<file path="src/shared/cpu_decode_pkg.sv">
`default_nettype none
package cpu_decode_pkg;

  localparam int unsigned ADDR_W = 12;

  // Register byte addresses; the flags register sits at four times its printed index
  localparam logic [ADDR_W-1:0] OFF_INSTR   = 12'h000;
  localparam logic [ADDR_W-1:0] OFF_OPND    = 12'h004;
  localparam logic [ADDR_W-1:0] OFF_DECODE  = 12'h008;
  localparam logic [ADDR_W-1:0] OFF_ADDR    = 12'h00C;
  localparam logic [ADDR_W-1:0] FLAGS_INDEX = 12'h0D5;
  localparam logic [ADDR_W-1:0] OFF_FLAGS   = {FLAGS_INDEX[ADDR_W-3:0], 2'b00};

  // Flag bit positions
  localparam int unsigned FLAG_CARRY = 7;
  localparam int unsigned FLAG_ZERO  = 6;
  localparam int unsigned FLAG_SIGN  = 5;
  localparam int unsigned FLAG_OVF   = 4;
  localparam int unsigned FLAG_DEC   = 3;
  localparam int unsigned FLAG_HALF  = 2;
  localparam int unsigned FLAG_FIS   = 1;
  localparam int unsigned FLAG_BANK  = 0;

  // Reset values
  localparam logic [7:0]  FLAGS_RESET = 8'h00;
  localparam logic [31:0] INSTR_RESET = 32'h0000_00FF;
  localparam logic [31:0] OPND_RESET  = 32'h0000_0000;

  // Opcodes with their own effects
  localparam logic [7:0] OPC_INTERRUPT_RETURN_INSTR     = 8'hBF;
  localparam logic [7:0] OPC_SB0      = 8'h4F;
  localparam logic [7:0] OPC_SB1      = 8'h5F;
  localparam logic [7:0] OPC_CALL_IA  = 8'hD4;
  localparam logic [7:0] OPC_CALL_IRR = 8'hF4;
  localparam logic [7:0] OPC_CALL_DA  = 8'hF6;
  localparam logic [7:0] OPC_LDW_IML  = 8'hC6;
  localparam logic [7:0] OPC_LDW_RR   = 8'hC4;
  localparam logic [7:0] OPC_CPIJE    = 8'hC2;
  localparam logic [7:0] OPC_CPIJNE   = 8'hD2;

  // Register byte whose upper nibble is this names a working register
  localparam logic [3:0] WREG_PREFIX = 4'hC;

  localparam logic [1:0] RESP_OKAY   = 2'h0;
  localparam logic [1:0] RESP_SLVERR = 2'h2;

  typedef enum logic [3:0] {
    m_none, m_work, m_work_bit, m_reg, m_reg_pair, m_ind_addr, m_ind_pair,
    m_indexed, m_short_idx, m_long_idx, m_direct, m_relative, m_imm_byte,
    m_imm_long
  } mode_e;

  typedef enum logic [3:0] {
    alu_add, alu_adc, alu_sub, alu_sbc, alu_or, alu_and, alu_tcm, alu_tm,
    alu_cp, alu_xor, alu_none
  } alu_e;

  typedef enum logic [2:0] {
    f_none, f_work_work, f_work_ind, f_reg_reg, f_ind_reg, f_reg_imm
  } form_e;

  typedef struct packed {
    logic       err;
    mode_e      mode;
    alu_e       alu;
    form_e      form;
    logic [3:0] wreg;
    logic [2:0] bitpos;
    logic       valid;
  } dec_s;

  typedef struct packed {
    logic              awvalid;
    logic [ADDR_W-1:0] awaddr;
    logic              wvalid;
    logic [31:0]       wdata;
    logic [3:0]        wstrb;
    logic              bready;
    logic              arvalid;
    logic [ADDR_W-1:0] araddr;
    logic              rready;
  } axil_req_s;

  typedef struct packed {
    logic        awready;
    logic        wready;
    logic        bvalid;
    logic [1:0]  bresp;
    logic        arready;
    logic        rvalid;
    logic [31:0] rdata;
    logic [1:0]  rresp;
  } axil_rsp_s;

endpackage
`default_nettype wire

</file>
<file path="src/design/operand_address_unit.sv">
`timescale 1ns/1ps
`default_nettype none
module operand_address_unit (
  input  wire cpu_decode_pkg::mode_e mode,
  input  wire logic [7:0]            b1,
  input  wire logic [7:0]            b2,
  input  wire logic [7:0]            b3,
  input  wire logic [15:0]           opnd_val,
  input  wire logic [15:0]           pc_next,
  output var  logic [15:0]           eff_addr,
  output var  logic [15:0]           imm,
  output var  logic                  err
);

  logic [15:0] disp8;

  always_comb begin
    disp8    = {{8{b2[7]}}, b2};
    eff_addr = 16'h0000;
    imm      = 16'h0000;
    err      = 1'b0;
    case (mode)
      cpu_decode_pkg::m_work: begin
        eff_addr = {12'h000, b1[7:4]};
      end
      cpu_decode_pkg::m_work_bit: begin
        eff_addr = {12'h000, b1[7:4]};
      end
      cpu_decode_pkg::m_reg: begin
        eff_addr = {8'h00, b1};
      end
      cpu_decode_pkg::m_reg_pair: begin
        eff_addr = {8'h00, b1};
        err      = b1[0];
      end
      cpu_decode_pkg::m_ind_addr: begin
        eff_addr = {8'h00, b1};
        err      = b1[0];
      end
      cpu_decode_pkg::m_ind_pair: begin
        eff_addr = opnd_val;
        err      = b1[0];
      end
      cpu_decode_pkg::m_indexed: begin
        eff_addr = {8'h00, 8'(b2 + opnd_val[7:0])};
      end
      cpu_decode_pkg::m_short_idx: begin
        eff_addr = 16'(opnd_val + disp8);
        err      = b1[0];
      end
      cpu_decode_pkg::m_long_idx: begin
        eff_addr = 16'(opnd_val + {b3, b2});
        err      = b1[0];
      end
      cpu_decode_pkg::m_direct: begin
        eff_addr = {b1, b2};
      end
      cpu_decode_pkg::m_relative: begin
        eff_addr = 16'(pc_next + disp8);
      end
      cpu_decode_pkg::m_imm_byte: begin
        imm = {8'h00, b2};
      end
      cpu_decode_pkg::m_imm_long: begin
        imm = {b2, b3};
        err = b1[0];
      end
      default: begin
        eff_addr = 16'h0000;
      end
    endcase
  end

endmodule
`default_nettype wire

</file>
<file path="src/design/operand_decode_flags.sv">
`timescale 1ns/1ps
`default_nettype none
module operand_decode_flags (
  input  wire logic                      clk,
  input  wire logic                      rst_n,
  input  wire logic                      ce,
  input  wire cpu_decode_pkg::axil_req_s axil_req,
  output var  cpu_decode_pkg::axil_rsp_s axil_rsp,
  input  wire logic                      fast_irq_enter,
  input  wire logic                      irq_req,
  output var  logic                      irq_grant,
  output var  logic                      bank_sel,
  output var  logic                      fast_irq_active,
  output var  logic                      fast_ret,
  output var  logic                      normal_ret
);

  typedef struct packed {
    logic                                  aw_have;
    logic [cpu_decode_pkg::ADDR_W-1:0]     aw_addr;
    logic                                  w_have;
    logic [31:0]                           w_data;
    logic [3:0]                            w_strb;
    logic                                  bvalid;
    logic [1:0]                            bresp;
    logic                                  rvalid;
    logic [31:0]                           rdata;
    logic [1:0]                            rresp;
    logic [7:0]                            flags;
    logic [31:0]                           instr;
    logic [31:0]                           opnd;
    logic                                  go;
    cpu_decode_pkg::dec_s                  dec;
    logic [31:0]                           addr_word;
    logic                                  fast_ret;
    logic                                  normal_ret;
  } state_s;

  state_s                s_q;
  state_s                s_d;
  cpu_decode_pkg::dec_s  dec_c;
  cpu_decode_pkg::alu_e  alu_c;
  logic [7:0]            opc;
  logic [7:0]            b1;
  logic [7:0]            b2;
  logic [7:0]            b3;
  logic [3:0]            hi;
  logic [3:0]            lo;
  logic [15:0]           eff_c;
  logic [15:0]           imm_c;
  logic                  err_c;
  logic [31:0]           wmask;

  assign opc = s_q.instr[7:0];
  assign b1  = s_q.instr[15:8];
  assign b2  = s_q.instr[23:16];
  assign b3  = s_q.instr[31:24];
  assign hi  = opc[7:4];
  assign lo  = opc[3:0];

  // Byte-lane mask from the write strobes
  genvar gi;
  generate
    for (gi = 0; gi < 4; gi++) begin : g_lane
      assign wmask[gi*8 +: 8] = {8{s_q.w_strb[gi]}};
    end
  endgenerate

  // ALU operation from the upper nibble
  always_comb begin
    case (hi)
      4'h0: alu_c = cpu_decode_pkg::alu_add;
      4'h1: alu_c = cpu_decode_pkg::alu_adc;
      4'h2: alu_c = cpu_decode_pkg::alu_sub;
      4'h3: alu_c = cpu_decode_pkg::alu_sbc;
      4'h4: alu_c = cpu_decode_pkg::alu_or;
      4'h5: alu_c = cpu_decode_pkg::alu_and;
      4'h6: alu_c = cpu_decode_pkg::alu_tcm;
      4'h7: alu_c = cpu_decode_pkg::alu_tm;
      4'hA: alu_c = cpu_decode_pkg::alu_cp;
      4'hB: alu_c = cpu_decode_pkg::alu_xor;
      default: alu_c = cpu_decode_pkg::alu_none;
    endcase
  end

  // Operand decode of the lower-nibble 0 to 7 half of the opcode map
  always_comb begin
    dec_c        = '0;
    dec_c.mode   = cpu_decode_pkg::m_none;
    dec_c.alu    = cpu_decode_pkg::alu_none;
    dec_c.form   = cpu_decode_pkg::f_none;
    dec_c.wreg   = b1[7:4];
    if (lo < 4'h8) begin
      dec_c.valid = 1'b1;
    end
    if (lo >= 4'h2 && lo <= 4'h6 && alu_c != cpu_decode_pkg::alu_none) begin
      dec_c.alu = alu_c;
      case (lo)
        4'h2: begin
          dec_c.form = cpu_decode_pkg::f_work_work;
          dec_c.mode = cpu_decode_pkg::m_work;
        end
        4'h3: begin
          dec_c.form = cpu_decode_pkg::f_work_ind;
          dec_c.mode = cpu_decode_pkg::m_work;
        end
        4'h4: begin
          dec_c.form = cpu_decode_pkg::f_reg_reg;
          dec_c.mode = cpu_decode_pkg::m_reg;
        end
        4'h5: begin
          dec_c.form = cpu_decode_pkg::f_ind_reg;
          dec_c.mode = cpu_decode_pkg::m_reg;
        end
        default: begin
          dec_c.form = cpu_decode_pkg::f_reg_imm;
          dec_c.mode = cpu_decode_pkg::m_imm_byte;
        end
      endcase
    end else if (lo == 4'h0 || lo == 4'h1) begin
      // Word increment and decrement take a pair in their direct form
      if (lo == 4'h0 && (hi == 4'h8 || hi == 4'hA)) begin
        dec_c.mode = cpu_decode_pkg::m_reg_pair;
      end else begin
        dec_c.mode = cpu_decode_pkg::m_reg;
      end
    end else if (lo == 4'h7) begin
      case (hi)
        4'h3: begin
          dec_c.mode   = cpu_decode_pkg::m_relative;
          dec_c.bitpos = b1[3:1];
        end
        4'h8, 4'h9: dec_c.mode = cpu_decode_pkg::m_indexed;
        4'hA, 4'hB: dec_c.mode = cpu_decode_pkg::m_long_idx;
        4'hC, 4'hD: dec_c.mode = cpu_decode_pkg::m_work;
        4'hE, 4'hF: dec_c.mode = cpu_decode_pkg::m_short_idx;
        default: begin
          dec_c.mode   = cpu_decode_pkg::m_work_bit;
          dec_c.bitpos = b1[3:1];
        end
      endcase
    end else if (lo < 4'h8) begin
      case (opc)
        cpu_decode_pkg::OPC_CPIJE,
        cpu_decode_pkg::OPC_CPIJNE:   dec_c.mode = cpu_decode_pkg::m_relative;
        cpu_decode_pkg::OPC_CALL_IA:  dec_c.mode = cpu_decode_pkg::m_ind_addr;
        cpu_decode_pkg::OPC_CALL_IRR: dec_c.mode = cpu_decode_pkg::m_ind_pair;
        cpu_decode_pkg::OPC_CALL_DA:  dec_c.mode = cpu_decode_pkg::m_direct;
        cpu_decode_pkg::OPC_LDW_IML:  dec_c.mode = cpu_decode_pkg::m_imm_long;
        cpu_decode_pkg::OPC_LDW_RR:   dec_c.mode = cpu_decode_pkg::m_reg_pair;
        default: begin
          if (lo == 4'h6) begin
            dec_c.mode = cpu_decode_pkg::m_imm_byte;
          end else begin
            dec_c.mode = cpu_decode_pkg::m_reg;
          end
        end
      endcase
    end
    // A working-register byte in the register-pair mode takes its register number from the lower nibble
    if (dec_c.mode == cpu_decode_pkg::m_reg_pair && b1[7:4] == cpu_decode_pkg::WREG_PREFIX) begin
      dec_c.wreg = b1[3:0];
    end
  end

  operand_address_unit u_addr (
    .mode     (dec_c.mode),
    .b1       (b1),
    .b2       (b2),
    .b3       (b3),
    .opnd_val (s_q.opnd[15:0]),
    .pc_next  (s_q.opnd[31:16]),
    .eff_addr (eff_c),
    .imm      (imm_c),
    .err      (err_c)
  );

  always_comb begin
    s_d            = s_q;
    s_d.go         = 1'b0;
    s_d.fast_ret   = 1'b0;
    s_d.normal_ret = 1'b0;

    // Write address and data are taken independently, either order
    if (axil_req.awvalid && !s_q.aw_have && !s_q.bvalid) begin
      s_d.aw_have = 1'b1;
      s_d.aw_addr = axil_req.awaddr;
    end
    if (axil_req.wvalid && !s_q.w_have && !s_q.bvalid) begin
      s_d.w_have = 1'b1;
      s_d.w_data = axil_req.wdata;
      s_d.w_strb = axil_req.wstrb;
    end
    if (s_q.aw_have && s_q.w_have) begin
      s_d.aw_have = 1'b0;
      s_d.w_have  = 1'b0;
      s_d.bvalid  = 1'b1;
      s_d.bresp   = cpu_decode_pkg::RESP_OKAY;
      case (s_q.aw_addr)
        cpu_decode_pkg::OFF_INSTR: begin
          s_d.instr = (s_q.instr & ~wmask) | (s_q.w_data & wmask);
          s_d.go    = 1'b1;
        end
        cpu_decode_pkg::OFF_OPND: begin
          s_d.opnd = (s_q.opnd & ~wmask) | (s_q.w_data & wmask);
        end
        cpu_decode_pkg::OFF_DECODE,
        cpu_decode_pkg::OFF_ADDR: begin
          s_d.bresp = cpu_decode_pkg::RESP_OKAY;
        end
        cpu_decode_pkg::OFF_FLAGS: begin
          if (s_q.w_strb[0]) begin
            s_d.flags = s_q.w_data[7:0];
          end
        end
        default: begin
          s_d.bresp = cpu_decode_pkg::RESP_SLVERR;
        end
      endcase
    end else if (s_q.bvalid && axil_req.bready) begin
      s_d.bvalid = 1'b0;
    end

    // Reads answer one cycle after the address is taken
    if (axil_req.arvalid && !s_q.rvalid) begin
      s_d.rvalid = 1'b1;
      s_d.rresp  = cpu_decode_pkg::RESP_OKAY;
      case (axil_req.araddr)
        cpu_decode_pkg::OFF_INSTR:  s_d.rdata = s_q.instr;
        cpu_decode_pkg::OFF_OPND:   s_d.rdata = s_q.opnd;
        cpu_decode_pkg::OFF_DECODE: s_d.rdata = {12'h000, s_q.dec};
        cpu_decode_pkg::OFF_ADDR:   s_d.rdata = s_q.addr_word;
        cpu_decode_pkg::OFF_FLAGS:  s_d.rdata = {24'h000000, s_q.flags};
        default: begin
          s_d.rdata = 32'h0000_0000;
          s_d.rresp = cpu_decode_pkg::RESP_SLVERR;
        end
      endcase
    end else if (s_q.rvalid && axil_req.rready) begin
      s_d.rvalid = 1'b0;
    end

    // Results and flag effects land one cycle after the instruction write
    if (s_q.go) begin
      s_d.dec       = dec_c;
      // Error joins here so the mode decode does not loop through the address unit
      s_d.dec.err   = err_c;
      s_d.addr_word = {imm_c, eff_c};
      case (opc)
        cpu_decode_pkg::OPC_INTERRUPT_RETURN_INSTR: begin
          if (s_q.flags[cpu_decode_pkg::FLAG_FIS]) begin
            s_d.fast_ret = 1'b1;
            s_d.flags[cpu_decode_pkg::FLAG_FIS] = 1'b0;
          end else begin
            s_d.normal_ret = 1'b1;
          end
        end
        cpu_decode_pkg::OPC_SB0: s_d.flags[cpu_decode_pkg::FLAG_BANK] = 1'b0;
        cpu_decode_pkg::OPC_SB1: s_d.flags[cpu_decode_pkg::FLAG_BANK] = 1'b1;
        default: s_d.go = 1'b0;
      endcase
    end

    // Entry is applied last so it wins over any clear in the same cycle
    if (fast_irq_enter) begin
      s_d.flags[cpu_decode_pkg::FLAG_FIS] = 1'b1;
    end
  end

  always_ff @(posedge clk) begin
    if (!rst_n) begin
      s_q       <= '0;
      s_q.flags <= cpu_decode_pkg::FLAGS_RESET;
      s_q.instr <= cpu_decode_pkg::INSTR_RESET;
      s_q.opnd  <= cpu_decode_pkg::OPND_RESET;
    end else if (ce) begin
      s_q <= s_d;
    end
  end

  // Ready is withheld while a taken beat waits or a response is pending
  always_comb begin
    axil_rsp         = '0;
    axil_rsp.awready = !s_q.aw_have && !s_q.bvalid;
    axil_rsp.wready  = !s_q.w_have && !s_q.bvalid;
    axil_rsp.bvalid  = s_q.bvalid;
    axil_rsp.bresp   = s_q.bresp;
    axil_rsp.arready = !s_q.rvalid;
    axil_rsp.rvalid  = s_q.rvalid;
    axil_rsp.rdata   = s_q.rdata;
    axil_rsp.rresp   = s_q.rresp;
  end

  always_comb begin
    irq_grant       = irq_req && !s_q.flags[cpu_decode_pkg::FLAG_FIS];
    bank_sel        = s_q.flags[cpu_decode_pkg::FLAG_BANK];
    fast_irq_active = s_q.flags[cpu_decode_pkg::FLAG_FIS];
    fast_ret        = s_q.fast_ret;
    normal_ret      = s_q.normal_ret;
  end

endmodule
`default_nettype wire

</file>
<file path="config.mk">
export PLATFORM = sky130hd
export DESIGN_NAME = operand_decode_flags
export DESIGN_NICKNAME = d
export VERILOG_FILES = /design/src/shared/cpu_decode_pkg.sv /design/src/design/operand_address_unit.sv /design/src/design/operand_decode_flags.sv
export SDC_FILE = /design/constraint.sdc
export NUM_CORES = 1
export LEC_CHECK = 0
export BUFFER_PORTS_ARGS = -buffer_cell sky130_fd_sc_hd__buf_2
export CAP_MARGIN = 20
export CORE_MARGIN = 5
export CORE_UTILIZATION = 60
export DETAILED_ROUTE_END_ITERATION = 12
export PLACE_DENSITY_LB_ADDON = 0.08
export SYNTH_ARGS = -nofsm -noshare
export SYNTH_HDL_FRONTEND = slang
export SYNTH_HIERARCHICAL = 1
export SYNTH_SLANG_ARGS = --single-unit
export TNS_END_PERCENT = 20
</file>
<file path="constraint.sdc">
create_clock -name clk -period 4.49 [get_ports clk]
set_clock_uncertainty 0.1 [all_clocks]
set_input_delay 0.2245 -clock clk [delete_from_list [all_inputs] [get_ports clk]]
set_output_delay 0.2245 -clock clk [all_outputs]
set_load 0.02 [all_outputs]
</file>
==> results list <==
- Total wire length: 37.4 mm
* Detail Route Antenna Nets: 0
- Fill count: 1661
* Vias per std cell: 6.15
* Most common cell after layout, fill and taps aside: sky130_fd_sc_hd__nand2_1
- Critical path's slowest cell: sky130_fd_sc_hd__fa_1
- The analysis attributes to cell leakage a power of 5.40 nW.
* Count of vias placed by the detailed router: 11500
* Global-route track usage on met1: ~44%
- Primary flip-flop cell chosen by synthesis mapping: sky130_fd_sc_hd__dfxtp_1
- Across the run, the number of max-cap violations was 0.
- For the pin with the worst max-slew slack, the measured transition is 1.11 ns.
* Period utilisation layout: between 90 and 100%
* TritonRoute pass-1 iters: 9
- Walking the worst path, the cells encountered are and3_1, or3_1, o2111ai_2, and2_1, nor2b_2, nand3_2, buf_4, mux2_2, fa_1, a32oi_1, nand2_1, a41oi_2, o221ai_1, xnor2_1, o211ai_1, nand2_1, a21boi_0.
* Number of warnings printed during yosys synthesis: 6
- Setup violations remaining at the end of the flow were counted as 0.
* Antenna violations before repair: 1
- Deepest level of the CTS H-tree: 1
- Along the worst path, the maximum fanout reaches 14.
- The floorplan has between 50 and 60 rows.
* Clock transition at the registers of the reported paths: 0.06 ns
* Area of the die: 23600 um2
- After legalization and detailed placement, the total HPWL measured between 20 and 30 mm.
* Clock Sinks: 217
- TritonCTS buffer count: 23
- Largest net degree at the start of global routing: 131
* Post-synthesis area per instance: 8.20 um2
* Width of the die: 154 um
- Power spread over the standard cell area amounts to about 300 nW/um2.
- Buffer depth of the longest clock path: 3
- Fraction of layout cells with a size suffix above 1: 15.9%
* Effective utilization at floorplan: 61.1%
* Count of unique library cells instantiated by Yosys: 90
- GRT met3 Usage: under 10%
* Global-route wire length before repair: 59.4 mm
- CORE AREA: 20300 um2
* Met2 Resource Use GR: 47.8%
* Run status: complete, no violations
- The cell that appears most often on the critical path is sky130_fd_sc_hd__nand2_1.
- Root buffer cell: sky130_fd_sc_hd__clkbuf_16
- Minimum clock period: 4.16 ns
- Data arrival at the endpoint of the critical path: between 4 and 5 ns
- Together, buffers and inverters on the worst path number 1.
- Drt initial violations: ~1400
* Design Area, Final: 14200 um2
* Cell area reported after detailed placement: 12800 um2
- The cell family contributing the most delay on the critical path is simple AND/OR/NAND/NOR gates.
- The library cells used most frequently in the layout, excluding fill and tap cells, are 393 x sky130_fd_sc_hd__nand2_1, 209 x sky130_fd_sc_hd__dfxtp_1, 173 x sky130_fd_sc_hd__a21boi_0.
- Final worst slack: around 0.33 ns
* Die extent in y: 154 um
- Routability-driven placement finished with a final weighted congestion of 0.989.
- Clock latency on the worst-skew pair, taken at its later pin, is between 0.5 and 0.6 ns.
- The worst hold path belongs to the class input pin to flop.
- The cell area that synthesis handed to floorplanning was approximately 12000 um2.
- The setup path with the least slack is of type flop to flop.
- Maximum operating frequency: 240 MHz
- Share of synthesized area occupied by flip-flops and latches: 35.1%
- Prior to clock tree synthesis, the placed netlist has a worst setup slack of 0.226 ns.
* Async set-or-reset flop fraction in the synthesized netlist: 0%
- Sum of negative setup slack: 0 ns
* Syn Inst Count: 1512
- Mean routed wirelength per cell: 19.9 um
- Global-route total usage across every layer: 30.6%
* CP required: 4.82 ns
* Worst path max stage delay: 0.43 ns
- Across the VDD grid, the largest voltage drop is roughly 280 uV.
* DRC violation count after routing: 0
- Busiest layer in global routing: met2
- Total of buffers placed on input and output ports: approximately 110
- CP startpoint kind: flop
- Measured against its own limit, the worst slew margin works out to 25.9%.
- In the final design database the tool counted ~1700 nets.
* Kind of end point of the critical path: flop
- The synthesized design contains 0 enable-type register cells.
- Hold violation count in the final report: 0
- The repair_antennas step left the layout with diodes totalling 0.
* TritonCTS clock tree: built
* Total global routing overflow: 0
- The worst hold path begins at axil_req[51].
* Number of ports placed on the die boundary: 116
- In this run, synthesis produced a sequential element count of 217.
- The number of global-route vias before repair was 11000.
- The area growth from synthesis to layout is 14.2%.
- Number of pins with negative max-slew slack in the final report: 0
report_power, final:
group | internal [mW] | switching (mW) | leakage [nW] | total (mW)
clock network | 1.17 | 0.785 | 0.378 | 1.95
registers | 1.95 | 0.0312 | 1.75 | 1.98
logic | 0.122 | 0.138 | 3.27 | 0.260
logic make-up (layout without fill, tap and decap cells):
logic type,Yosys count,in the layout,share of synthesized area [%]
AND/OR/NAND/NOR,615,615,22.7
other,1,2,0.0303
XOR/XNOR,29,29,2.05
flip-flops,217,217,35.1
adder cells (fa/ha/maj),35,35,3.65
multiplexers,65,65,6.63
buffers and inverters,153,246,6.47
AO/OA/AOI/OAI,397,397,23.4
through the flow:
stage / hold slack [ns] / utilization [%] / power [mW] / std cells
floorplan: 0.256 / - / 2.17 / 1513
global placement: 0.347 / 62.9 / 2.23 / 1780
detailed placement: 0.355 / 63.0 / 2.24 / 1781
CTS: 0.0519 / 69.3 / 4.20 / 1874
global route: 0.0821 / 69.7 / 4.33 / 1876
finish: 0.0725 / 69.7 / 4.20 / 1876
routing by layer:
| metal | vias up | routed length [um] |
|---|---|---|
| li1 | 5442 | - |
| met1 | 5464 | 16400 |
| met2 | 559 | 16500 |
| met3 | 79 | 3460 |
| met4 | 0 | 940 |
| met5 | - | 0 |
final cells by class:
| type | count | area, um2 | share of cell area (%) |
|---|---|---|---|
| Multi-Input combinational cell | 1143 | 7300 | 51.6 |
| Sequential cell | 217 | 4360 | 30.8 |
| Timing Repair Buffer | 195 | 1360 | 9.58 |
| Inverter | 10 | 37.5 | 0.265 |
| Tap cell | 270 | 338 | 2.39 |
| Clock inverter | 10 | 131 | 0.928 |
| Clock buffer | 31 | 636 | 4.49 |
path summary, 6_finish.rpt:
kind / to / slack [ns] / cells after the start
worst min register to register: axil_rsp[16]$_SDFFE_PN0P_ / 0.36 / 2
worst min-delay path: s_q[169]$_SDFFE_PN0P_ / 0.07 / 4
worst max register to register: s_q[14]$_SDFFE_PN0P_ / 0.33 / 17
worst max-delay path: s_q[14]$_SDFFE_PN0P_ / 0.33 / 17
tightest hold or removal path: stages:
cell,delay (ns)
sky130_fd_sc_hd__buf_2,0.12
sky130_fd_sc_hd__nor4b_4,0.17
sky130_fd_sc_hd__nand2_1,0.07
sky130_fd_sc_hd__a21boi_0,0.06
Yosys cell counts, types with 5 or more instances:
library cell	number	area share (%)
sky130_fd_sc_hd__nand2_1	393	12
sky130_fd_sc_hd__dfxtp_1	217	35
sky130_fd_sc_hd__a21boi_0	173	10
sky130_fd_sc_hd__clkbuf_1	65	2.0
sky130_fd_sc_hd__nand3_1	60	2.4
sky130_fd_sc_hd__o21ai_0	50	2.0
sky130_fd_sc_hd__a21oi_1	49	2.0
sky130_fd_sc_hd__buf_4	41	2.5
sky130_fd_sc_hd__nor2_1	40	1.2
sky130_fd_sc_hd__mux2i_1	36	2.9
sky130_fd_sc_hd__ha_1	33	3.3
sky130_fd_sc_hd__buf_2	27	1.1
sky130_fd_sc_hd__nor2b_1	22	1.1
sky130_fd_sc_hd__and2_1	21	1.1
sky130_fd_sc_hd__xnor2_1	19	1.3
sky130_fd_sc_hd__a222oi_1	17	1.4
sky130_fd_sc_hd__mux2_2	17	1.5
sky130_fd_sc_hd__a21o_1	13	0.79
sky130_fd_sc_hd__mux4_2	12	2.2
sky130_fd_sc_hd__a22oi_1	11	0.67
sky130_fd_sc_hd__xor2_1	10	0.71
sky130_fd_sc_hd__a22o_1	9	0.64
sky130_fd_sc_hd__inv_1	9	0.27
sky130_fd_sc_hd__nand4_1	9	0.45
sky130_fd_sc_hd__a31oi_1	8	0.40
sky130_fd_sc_hd__nor3_1	8	0.32
sky130_fd_sc_hd__o221ai_1	7	0.49
sky130_fd_sc_hd__nand2b_1	6	0.30
sky130_fd_sc_hd__o211ai_1	6	0.36
sky130_fd_sc_hd__o21a_1	6	0.36
sky130_fd_sc_hd__and3_1	5	0.25
sky130_fd_sc_hd__buf_6	5	0.45
sky130_fd_sc_hd__o21ai_1	5	0.20
sky130_fd_sc_hd__or4_1	5	0.30
repair_timing:
| action | in CTS | in global routing |
|---|---|---|
| resized for setup | 0 | 14 |
| endpoints found under the setup margin | 0 | 11 |
| hold buffers | 52 | 1 |
| endpoints found under the hold margin | 52 | 10 |
| buffers inserted | 0 | 0 |
No activity file was read; power rests on OpenSTA's default activity.
